**src/inc/uefa_pkg.sv**
```systemverilog
// Package for the endpoint FIFO access block: register map, field layout,
// reset values and carrier types.
// Assumes an 8-bit MCU register port and a same-clock SIE on the host side.
package uefa_pkg;

    // Register offsets on the MCU register port
    localparam logic [7:0] UEFA_OFS_CMD_STATUS = 8'h46;
    localparam logic [7:0] UEFA_OFS_CTRL_DATA  = 8'h48;
    localparam logic [7:0] UEFA_OFS_INTR_DATA  = 8'h49;

    // Field positions of fifo_command_status
    localparam int UEFA_BIT_REQUEST  = 0;
    localparam int UEFA_BIT_TX       = 1;
    localparam int UEFA_BIT_CLEAR    = 2;
    localparam int UEFA_BIT_SEL_LOW  = 3;
    localparam int UEFA_BIT_SEL_HIGH = 4;
    localparam int UEFA_BIT_SETUP    = 5;
    localparam int UEFA_BIT_READY    = 6;
    localparam int UEFA_BIT_ZERO_LENGTH_FLAG     = 7;

    // Endpoint FIFO geometry
    localparam int UEFA_DATA_W   = 8;
    localparam int UEFA_FIFO_D   = 8;
    localparam int UEFA_NUM_PIPE = 2;

    // Pipe selection codes
    localparam logic [1:0] UEFA_SEL_CTRL = 2'h0;
    localparam logic [1:0] UEFA_SEL_INTR = 2'h1;

    // Reset values
    localparam logic [7:0] UEFA_RST_CMD   = 8'h00;
    localparam logic [7:0] UEFA_RST_BYTE  = 8'h00;
    localparam logic [1:0] UEFA_RST_PIPES = 2'h0;

    // Command/status register fields; ready is read-only
    typedef struct packed {
        logic       zero_length_flag;
        logic       ready;
        logic       setup_flag;
        logic       fifo_select_high;
        logic       fifo_select_low;
        logic       clear;
        logic       tx;
        logic       request;
    } uefa_cmd_t;

    // MCU register access
    typedef struct packed {
        logic       wr;
        logic       rd;
        logic [7:0] addr;
        logic [7:0] wdata;
    } uefa_reg_req_t;

    // SIE side events and data
    typedef struct packed {
        logic       busy;
        logic       pipe;
        logic       done;
        logic       setup;
        logic       zero_len;
        logic       wr_valid;
        logic [7:0] wr_data;
        logic       rd_req;
    } uefa_sie_req_t;

endpackage

```
**src/uefa_fifo.sv**
```systemverilog
// Parameterised synchronous FIFO with valid/ready on both sides and clear.
// Assumes one clock; clear has priority over push and pop.
`timescale 1ns/100ps
module uefa_fifo
    import uefa_pkg::*;
#(
    parameter int WIDTH = 8,
    parameter int DEPTH = 8
) (
    // Clock and reset
    input  wire logic             i_sys_clk,
    input  wire logic             i_rst_b,
    // Flush
    input  wire logic             i_clr,
    // Fill side
    input  wire logic             i_wr_valid,
    output logic                  o_wr_ready,
    input  wire logic [WIDTH-1:0] i_wr_data,
    // Drain side
    output logic                  o_rd_valid,
    input  wire logic             i_rd_ready,
    output logic [WIDTH-1:0]      o_rd_data
);
    localparam int AW = $clog2(DEPTH);

    typedef struct packed {
        logic [AW-1:0] wptr;
        logic [AW-1:0] rptr;
        logic [AW:0]   count;
    } uefa_fifo_st_t;

    uefa_fifo_st_t    st_ff;
    uefa_fifo_st_t    nxt_st;
    logic [WIDTH-1:0] mem_ff [DEPTH];
    logic             push;
    logic             pop;

    assign o_wr_ready = (st_ff.count != (AW+1)'(DEPTH));
    assign o_rd_valid = (st_ff.count != '0);
    assign o_rd_data  = mem_ff[st_ff.rptr];
    assign push       = i_wr_valid & o_wr_ready & ~i_clr;
    assign pop        = i_rd_ready & o_rd_valid & ~i_clr;

    always_comb begin
        nxt_st = st_ff;
        if (i_clr) begin
            nxt_st = '0;
        end else begin
            if (push) begin
                nxt_st.wptr = (st_ff.wptr == AW'(DEPTH-1)) ? '0 : st_ff.wptr + 1'b1;
            end
            if (pop) begin
                nxt_st.rptr = (st_ff.rptr == AW'(DEPTH-1)) ? '0 : st_ff.rptr + 1'b1;
            end
            nxt_st.count = st_ff.count + (AW+1)'(push) - (AW+1)'(pop);
        end
    end

    always_ff @(posedge i_sys_clk or negedge i_rst_b) begin
        if (!i_rst_b) begin
            st_ff <= '0;
        end else begin
            st_ff <= nxt_st;
        end
    end

    // Storage has no reset
    always_ff @(posedge i_sys_clk) begin
        if (push) begin
            mem_ff[st_ff.wptr] <= i_wr_data;
        end
    end

endmodule

```
**src/uefa_top.sv**
```systemverilog
// Notes on behaviour
// [RULE1] Request bit 0 claims the selected FIFO; firmware drops it when done.
// [RULE2] Direction bit 1: one means firmware writes, zero means firmware reads.
// [RULE3] Firmware inverts direction before dropping request to mark transfer end.
// [RULE4] Clear bit 2 empties the requested FIFO even when not ready.
// [RULE5] Select bits 4:3: 00 control FIFO, 01 interrupt FIFO.
// [RULE6] Setup flag bit 5 set on SETUP data; firmware clears it.
// [RULE7] Read-only ready bit 6 high when selected FIFO allows requested access.
// [RULE8] Zero-length bit 7 set when host sends a zero-byte packet.
// [RULE9] Zero-length cleared by firmware reading that FIFO or next SETUP token.
// [RULE10] Two 8x8 bidirectional FIFOs, each behind its own data port.
// [RULE11] Read request: ready high while data remains, low once packet drained.
// [RULE12] Firmware reads: select, tx 0, request, poll, read, tx 1, drop request.
// [RULE13] Write request: ready drops when FIFO accepts no more bytes.
// [RULE14] Firmware writes: select, tx 1, request, poll, write, tx 0, drop.
// [RULE15] Packets hold at most eight bytes; firmware counts bytes itself.
// [RULE16] Firmware waits two microseconds after request before polling ready.
// [RULE17] Firmware spaces data port accesses by at least two microseconds.
// [RULE18] Control FIFO read: 00h, 01h, wait 41h, read to 01h, 03h, 02h.
// [RULE19] Interrupt FIFO write: 0Ah, 0Bh, wait 4Bh, write to 0Bh, 09h, 08h.
// [RULE20] Readability test: 00h, 01h, read 41h or 01h, then 00h.
// [RULE21] Zero-byte send: 02h, 03h, wait 43h, 01h, 00h.
// [RULE22] Host-busy pipe is blocked to firmware; finish raises interrupt and pipe number.
// [RULE23] Per-pipe accessed bits set only after host really accessed that pipe.
// [RULE24] Ready low while request low or host transaction runs on that pipe.
//
// Top of the endpoint FIFO access block: command/status and data ports.
// Assumes the SIE runs on i_sys_clk and drives its inputs from flip-flops.
`timescale 1ns/100ps
module uefa_top
    import uefa_pkg::*;
(
    // Clock and reset
    input  wire logic        i_sys_clk,
    input  wire logic        i_rst_b,
    // MCU register port
    input  wire logic        i_reg_wr,
    input  wire logic        i_reg_rd,
    input  wire logic [7:0]  i_reg_addr,
    input  wire logic [7:0]  i_reg_wdata,
    output logic      [7:0]  o_reg_rdata,
    // SIE transaction status
    input  wire logic        i_host_busy,
    input  wire logic        i_host_pipe,
    input  wire logic        i_host_done,
    input  wire logic        i_host_setup,
    input  wire logic        i_host_zero_len,
    // SIE data into FIFO
    input  wire logic        i_host_wr_valid,
    input  wire logic [7:0]  i_host_wr_data,
    output logic      [1:0]  o_host_full,
    // SIE data out of FIFO
    input  wire logic        i_host_rd_req,
    output logic             o_host_rd_valid,
    output logic      [7:0]  o_host_rd_data,
    output logic      [1:0]  o_host_packet_ready,
    // Interrupt and pipe report
    output logic             o_usb_int,
    output logic             o_active_pipe_number,
    output logic      [1:0]  o_pipe_accessed
);

    typedef struct packed {
        uefa_cmd_t  cmd;
        logic       zero_length_flag_pipe;
        logic [1:0] committed;
        logic [7:0] rdata;
        logic [7:0] host_rd_data;
        logic       host_rd_valid;
        logic [1:0] host_full;
        logic       usb_int;
        logic       active_pipe_number;
        logic [1:0] pipe_acc;
    } uefa_st_t;

    uefa_st_t      st_ff;
    uefa_st_t      nxt_st;
    uefa_reg_req_t rq;
    uefa_sie_req_t sie;
    uefa_cmd_t     wcmd;

    logic [1:0]    sel;
    logic          sel_pipe;
    logic          sel_valid;
    logic          blocked;
    logic          rdy_now;
    logic          wr_cmd;
    logic          rd_port [UEFA_NUM_PIPE];
    logic          wr_port [UEFA_NUM_PIPE];
    logic          f_clr   [UEFA_NUM_PIPE];
    logic          f_wv    [UEFA_NUM_PIPE];
    logic          f_wr    [UEFA_NUM_PIPE];
    logic [7:0]    f_wd    [UEFA_NUM_PIPE];
    logic          f_rv    [UEFA_NUM_PIPE];
    logic          f_rr    [UEFA_NUM_PIPE];
    logic [7:0]    f_rd    [UEFA_NUM_PIPE];
    logic          mcu_push [UEFA_NUM_PIPE];
    logic          mcu_pop  [UEFA_NUM_PIPE];
    logic          host_pop [UEFA_NUM_PIPE];

    assign rq  = '{wr: i_reg_wr, rd: i_reg_rd, addr: i_reg_addr, wdata: i_reg_wdata};
    assign sie = '{busy: i_host_busy, pipe: i_host_pipe, done: i_host_done,
                   setup: i_host_setup, zero_len: i_host_zero_len,
                   wr_valid: i_host_wr_valid, wr_data: i_host_wr_data,
                   rd_req: i_host_rd_req};
    assign wcmd = uefa_cmd_t'(rq.wdata);

    // Pipe decode from select bits
    assign sel       = {st_ff.cmd.fifo_select_high, st_ff.cmd.fifo_select_low}; // [RULE5]
    assign sel_valid = (sel == UEFA_SEL_CTRL) || (sel == UEFA_SEL_INTR); // [RULE5]
    assign sel_pipe  = (sel == UEFA_SEL_INTR);
    assign blocked   = sie.busy & (sie.pipe == sel_pipe); // [RULE22]
    assign wr_cmd    = rq.wr & (rq.addr == UEFA_OFS_CMD_STATUS);

    // Ready for the requested access
    always_comb begin
        rdy_now = 1'b0;
        if (st_ff.cmd.request && sel_valid && !blocked) begin // [RULE24] [RULE1]
            if (st_ff.cmd.tx) begin // [RULE2]
                rdy_now = f_wr[sel_pipe] & ~st_ff.committed[sel_pipe]; // [RULE13]
            end else begin
                rdy_now = f_rv[sel_pipe]; // [RULE11]
            end
        end
    end

    // FIFO port steering
    always_comb begin
        for (int i = 0; i < UEFA_NUM_PIPE; i++) begin
            rd_port[i]  = rq.rd & (rq.addr == (i == 0 ? UEFA_OFS_CTRL_DATA : UEFA_OFS_INTR_DATA));
            wr_port[i]  = rq.wr & (rq.addr == (i == 0 ? UEFA_OFS_CTRL_DATA : UEFA_OFS_INTR_DATA));
            // Firmware moves bytes only through its own selected, ready FIFO
            mcu_push[i] = wr_port[i] & rdy_now & st_ff.cmd.tx & (sel_pipe == 1'(i)); // [RULE10] [RULE14]
            mcu_pop[i]  = rd_port[i] & rdy_now & ~st_ff.cmd.tx & (sel_pipe == 1'(i)); // [RULE10] [RULE12]
            host_pop[i] = sie.rd_req & (sie.pipe == 1'(i)) & st_ff.committed[i];
            f_clr[i]    = wr_cmd & wcmd.clear & st_ff.cmd.request & (sel_pipe == 1'(i)) & sel_valid; // [RULE4]
            f_wv[i]     = mcu_push[i] | (sie.wr_valid & (sie.pipe == 1'(i)) & ~mcu_push[i]);
            f_wd[i]     = mcu_push[i] ? rq.wdata : sie.wr_data;
            f_rr[i]     = mcu_pop[i] | host_pop[i];
        end
    end

    // Two endpoint FIFOs
    for (genvar g = 0; g < UEFA_NUM_PIPE; g++) begin : g_fifo
        uefa_fifo #(
            .WIDTH (UEFA_DATA_W),
            .DEPTH (UEFA_FIFO_D)
        ) u_fifo (
            .i_sys_clk  (i_sys_clk),
            .i_rst_b    (i_rst_b),
            .i_clr      (f_clr[g]),
            .i_wr_valid (f_wv[g]),
            .o_wr_ready (f_wr[g]),
            .i_wr_data  (f_wd[g]),
            .o_rd_valid (f_rv[g]),
            .i_rd_ready (f_rr[g]),
            .o_rd_data  (f_rd[g])
        ); // [RULE10] [RULE15]
    end

    // Next state
    always_comb begin
        nxt_st = st_ff;
        nxt_st.usb_int       = 1'b0;
        nxt_st.host_rd_valid = 1'b0;
        nxt_st.rdata         = UEFA_RST_BYTE;

        // Command register write
        if (wr_cmd) begin
            nxt_st.cmd.request          = wcmd.request; // [RULE1]
            nxt_st.cmd.tx               = wcmd.tx; // [RULE2]
            nxt_st.cmd.clear            = wcmd.clear; // [RULE4]
            nxt_st.cmd.fifo_select_high = wcmd.fifo_select_high; // [RULE5]
            nxt_st.cmd.fifo_select_low  = wcmd.fifo_select_low;
            // Firmware writes can only clear the flags
            nxt_st.cmd.setup_flag       = st_ff.cmd.setup_flag & wcmd.setup_flag; // [RULE6]
            nxt_st.cmd.zero_length_flag = st_ff.cmd.zero_length_flag & wcmd.zero_length_flag;
            // Write end: tx falls under request, packet handed to host
            if (st_ff.cmd.request && st_ff.cmd.tx && !wcmd.tx && sel_valid) begin // [RULE3] [RULE21]
                nxt_st.committed[sel_pipe] = 1'b1;
            end
            // Raising request on a pipe acknowledges its access bit
            if (wcmd.request && !st_ff.cmd.request) begin
                nxt_st.pipe_acc[wcmd.fifo_select_low] = 1'b0;
            end
        end

        // Flushed FIFO loses any pending packet
        for (int i = 0; i < UEFA_NUM_PIPE; i++) begin
            if (f_clr[i]) begin
                nxt_st.committed[i] = 1'b0; // [RULE4]
            end
        end

        // Zero-length flag cleared by reading its FIFO
        if ((rd_port[0] && !st_ff.zero_length_flag_pipe) || (rd_port[1] && st_ff.zero_length_flag_pipe)) begin
            nxt_st.cmd.zero_length_flag = 1'b0; // [RULE9]
        end
        // Next valid SETUP clears it
        if (sie.setup) begin
            nxt_st.cmd.zero_length_flag = 1'b0; // [RULE9]
            nxt_st.cmd.setup_flag       = 1'b1; // [RULE6]
        end
        // Zero-byte packet from host; set wins over clear
        if (sie.zero_len) begin
            nxt_st.cmd.zero_length_flag = 1'b1; // [RULE8]
            nxt_st.zero_length_flag_pipe            = sie.pipe;
        end

        // Ready flag tracks the live condition
        nxt_st.cmd.ready = rdy_now; // [RULE7] [RULE24]

        // Register read data
        if (rq.rd) begin
            case (rq.addr)
                UEFA_OFS_CMD_STATUS: begin
                    nxt_st.rdata = st_ff.cmd; // [RULE7]
                end
                UEFA_OFS_CTRL_DATA: begin
                    nxt_st.rdata = mcu_pop[0] ? f_rd[0] : UEFA_RST_BYTE;
                end
                UEFA_OFS_INTR_DATA: begin
                    nxt_st.rdata = mcu_pop[1] ? f_rd[1] : UEFA_RST_BYTE;
                end
                default: begin
                    nxt_st.rdata = UEFA_RST_BYTE;
                end
            endcase
        end

        // Host drains a committed packet
        if (host_pop[sie.pipe] && f_rv[sie.pipe]) begin
            nxt_st.host_rd_valid = 1'b1;
            nxt_st.host_rd_data  = f_rd[sie.pipe];
        end
        for (int i = 0; i < UEFA_NUM_PIPE; i++) begin
            nxt_st.host_full[i] = ~f_wr[i];
        end

        // Host finished a transaction
        if (sie.done) begin
            nxt_st.usb_int            = 1'b1; // [RULE22]
            nxt_st.active_pipe_number           = sie.pipe; // [RULE22]
            nxt_st.pipe_acc[sie.pipe] = 1'b1; // [RULE23]
            nxt_st.committed[sie.pipe] = 1'b0;
        end
    end

    always_ff @(posedge i_sys_clk or negedge i_rst_b) begin
        if (!i_rst_b) begin
            st_ff              <= '0;
            st_ff.cmd          <= uefa_cmd_t'(UEFA_RST_CMD);
            st_ff.committed    <= UEFA_RST_PIPES;
            st_ff.pipe_acc     <= UEFA_RST_PIPES;
            st_ff.host_full    <= UEFA_RST_PIPES;
            st_ff.rdata        <= UEFA_RST_BYTE;
            st_ff.host_rd_data <= UEFA_RST_BYTE;
        end else begin
            st_ff <= nxt_st;
        end
    end

    // Outputs straight from flip-flops
    assign o_reg_rdata          = st_ff.rdata;
    assign o_host_full          = st_ff.host_full;
    assign o_host_rd_valid      = st_ff.host_rd_valid;
    assign o_host_rd_data       = st_ff.host_rd_data;
    assign o_host_packet_ready  = st_ff.committed;
    assign o_usb_int            = st_ff.usb_int;
    assign o_active_pipe_number = st_ff.active_pipe_number;
    assign o_pipe_accessed      = st_ff.pipe_acc;

endmodule
```
**config.mk**
```make
export PLATFORM = sky130hd
export DESIGN_NAME = uefa_top
export DESIGN_NICKNAME = d
export VERILOG_FILES = /design/src/inc/uefa_pkg.sv /design/src/uefa_fifo.sv /design/src/uefa_top.sv
export SDC_FILE = /design/constraint.sdc
export NUM_CORES = 1
export LEC_CHECK = 0
export ABC_CLOCK_PERIOD_IN_PS = 6210
export BUFFER_PORTS_ARGS = -buffer_cell sky130_fd_sc_hd__buf_2
export CELL_PAD_IN_SITES_DETAIL_PLACEMENT = 0
export CELL_PAD_IN_SITES_GLOBAL_PLACEMENT = 1
export CORE_ASPECT_RATIO = 1.1
export CORE_MARGIN = 3
export CORE_UTILIZATION = 35
export CTS_CLUSTER_SIZE = 14
export DETAILED_ROUTE_END_ITERATION = 6
export MAX_ROUTING_LAYER = met4
export PLACE_DENSITY_LB_ADDON = 0.1
export REMOVE_ABC_BUFFERS = 1
export SLEW_MARGIN = 20
export SYNTH_ARGS = -nofsm -noshare
export SYNTH_HDL_FRONTEND = slang
export SYNTH_SLANG_ARGS = --single-unit
```
**constraint.sdc**
```tcl
create_clock -name i_sys_clk -period 6.21 [get_ports i_sys_clk]
set_input_delay 1.242 -clock i_sys_clk [delete_from_list [all_inputs] [get_ports i_sys_clk]]
set_output_delay 1.242 -clock i_sys_clk [all_outputs]
set_load 0.005 [all_outputs]
```
==> out/results.ini <==
[sta]
maxSlewHeadroom_pct=41.1
tightestPinTransition_ns=0.881
timing.final.crit_share_pct=65.3
rsz0062_at_grt=no
setup_viol=0
period_minus_slack_ns=4.05
fin_hold_ws_ns=0.470
fin_skew_ns=0.0130
drv_slew=0
hold_viol=0
fin_setup_tns_ns=0
fmax_mhz=247

[cts]
holdBufCountCts=0
cts_sinks=182
post_cts_resize_count=0
post_cts.repair.setup_buffers=0
cts_tree=yes
clkTransAtPathRegs_ns=0.07
clk_path_buf_depth=2
clk_latency_ns=0.43
h-tree-depth=4
numCtsBuffers=17
root_buffer=clkbuf_16

[synthesis]
synthFlopType=edfxtp_1
synth-edff-count=128
ys_warn_count=0
yosysTopAreaCell=edfxtp_1
synthTopCellsByArea=edfxtp_1, dfrtp_1, mux4_2
synth-async-reset-ratio_pct=29.7
synthMuxAreaShare_pct=13.7
netlist_area_um2=8150
syn_avg_cell_area_um2=15.7
synth_compound_area_share_pct=5.83
synth_simple_gate_area_share_pct=8.81
synth-seq-area-share_pct=63.7
synth_xor_area_share_pct=0.645
synth_top_family_by_area=multiplexers
ys_ff_latch=182
synth_top_area_share_pct=47.2
synthAdderAreaFrac_pct=3.56
synth_cell_types=57
syn_inst=518

[detailed_routing]
drc=0
wirelength_mm=19.1
postRouteAntennaNets=0
dr.pass1.iters=4
viasPerCell=5.17
wl_per_cell_um=21.9
drtIter0Drc=300
vias=4511

[global_route]
grt_pass1_vias=4888
grt_usage_pct=16.4
antenna_found_initial=0
grt_overflow=0
grt_max_degree=55
grt_pass1_wl_mm=29.4

[finish]
drive_above_1_share_pct=28.5
postLayoutCellArea_um2=9250
antenna_cells=0
nets=622
area_growth_pct=13.4
nFillCells=2069

[placement]
gp_congestion=0.813
dpl_cell_area_um2=8650
io_buffers=59
dp_hpwl_mm=13.6

[critical_path]
cp_data_required_time_ns=6.51
critPathMaxFanout=13
endpoint_kind=flip-flop
crit_type=in -> reg
cp.arrival_ns=4.35
worst_setup_path_start_kind=input port

[power]
powerDensity_nw_per_um2=325
combPwrFrac_pct=14.3
seqPwrFrac_pct=50.2
peakVddDrop_uv=177
p_sw_mw=0.839
power.internal_mw=2.17
p_sw_share_pct=27.9
clkPwrFrac_pct=35.5
leakagePower_nw=3.50

[floorplanning]
start_util_pct=36.3
fp.coreArea_um2=22500
die_w_um=152
ios=60
fp-row-count=57
die_h_um=166
die_area_um2=25200

[outcome]
outcome=finished, final reports clean

[flow_run]
drv_cap=0

[worst_hold_path]
worstHoldPathType=reg -> reg

[critical path, stage by stage]
cell and delay (ns):
buf_2 0.11, nor4b_1 0.76, and4_1 0.39, and3_1 0.51, or2_1 0.39, inv_2 0.10
ha_1 0.23, fa_1 0.41, xnor2_1 0.16, nor2_1 0.05
[area by class of cell]
type | count | area [um^2] | area share [%]
clock buffer | 18 | 439 | 4.75
clock inverter | 14 | 154 | 1.66
multi-input combinational | 278 | 2660 | 28.8
tap | 295 | 369 | 3.99
timing repair buffer | 67 | 355 | 3.84
inverter | 19 | 71.3 | 0.771
sequential | 182 | 5190 | 56.2
[layout by cell type (no fill, tap or decap), types with 3 or more instances in the layout]
cell,netlist,final
a31oi_1,4,4
a21oi_1,13,13
o21ai_0,13,13
clkinv_8,0,3
ha_1,20,20
mux4_2,32,32
nand2b_1,3,3
and4b_1,5,5
edfxtp_1,128,128
nor3_2,2,3
dfrtp_1,54,54
nand3b_1,4,4
mux2_2,18,18
and3_1,6,6
nor2b_1,4,4
o221ai_1,8,8
xnor2_1,5,5
or4_1,3,3
o22ai_1,9,9
nand3_1,5,5
inv_1,18,18
nand2_1,35,35
a21o_1,11,11
nor2_1,11,11
clkbuf_16,0,17
and2_1,4,4
nor4_1,3,3
clkinv_4,0,3
buf_2,5,59
mux2i_1,19,19
buf_4,22,8
nor3b_1,4,4
inv_8,0,5
[path summary, 6_finish.rpt]
kind	start	end	slack (ns)	cells past startpoint
worst max-delay path	i_reg_addr[5]	g_fifo[1].u_fifo.st_ff[2]	2.16	10
worst min-delay path	o_host_rd_data[2]	o_host_rd_data[2]	0.47	1
worst max register to register	g_fifo[0].u_fifo.st_ff[2]	g_fifo[1].u_fifo.st_ff[2]	2.76	12
worst min register to register	o_host_rd_data[2]	o_host_rd_data[2]	0.47	1
max in group asynchronous	i_rst_b	st_ff[25]	4.68	2
min in group asynchronous	i_rst_b	o_host_rd_data[0]	0.96	2
[through the flow]
stage	total power, mW	util (%)	setup WS [ns]	cells
floorplan	1.81	-	2.34	479
global placement	1.96	38.5	1.78	841
detailed placement	1.97	38.5	1.72	841
CTS	3.04	41.2	2.19	873
global route	3.15	41.2	1.97	873
finish	3.01	41.2	2.16	873
[power groups by stage]
stage	clock network [mW]	registers [mW]	logic, mW
2_1_floorplan	0	1.51	0.305
3_3_place_gp	0	1.53	0.428
3_5_place_dp	0	1.54	0.438
4_1_cts	1.09	1.51	0.440
5_1_grt	1.13	1.52	0.496
6_report	1.07	1.51	0.430
[synth_stat cells, types with 4 or more instances]
library cell / instances
ha_1: 20
nor3b_1: 4
buf_2: 5
clkbuf_1: 7
mux2_2: 18
mux4_2: 32
a21o_1: 11
buf_1: 5
buf_4: 22
nand2_1: 35
nand3_1: 5
o22ai_1: 9
and4b_1: 5
nor2b_1: 4
o21ai_0: 13
and3_1: 6
dfrtp_1: 54
a31oi_1: 4
xnor2_1: 5
o221ai_1: 8
a21oi_1: 13
nand3b_1: 4
and2_1: 4
nor2_1: 11
mux2i_1: 19
edfxtp_1: 128
inv_1: 18
[flip-flops by register name, indices dropped and copies added (netlist names), 2 cells and up]
register	flops
st_ff	7
g_fifo.u_fifo.st_ff	20
o_host_packet_ready	2
o_reg_rdata	8
g_fifo.u_fifo.mem_ff	128
sel	2
o_pipe_accessed	2
o_host_full	2
o_host_rd_data	8
[logic make-up (layout without fill, tap and decap cells)]
kind of cell	after synthesis	after routing
adder cells (fa/ha/maj)	22	22
flip-flops	182	182
buffers and inverters	58	118
AO/OA/AOI/OAI	68	68
AND/OR/NAND/NOR	113	113
XOR/XNOR	6	6
multiplexers	69	69
[metal layers]
metal / part of all wire [%] / global-route usage, %
met3: 3.7 / 2.92
met4: 2.6 / 5.59
met2: 51 / 27.2
met5: 0 / -
met1: 42 / 20.3
No activity file was read; power rests on OpenSTA's default activity.
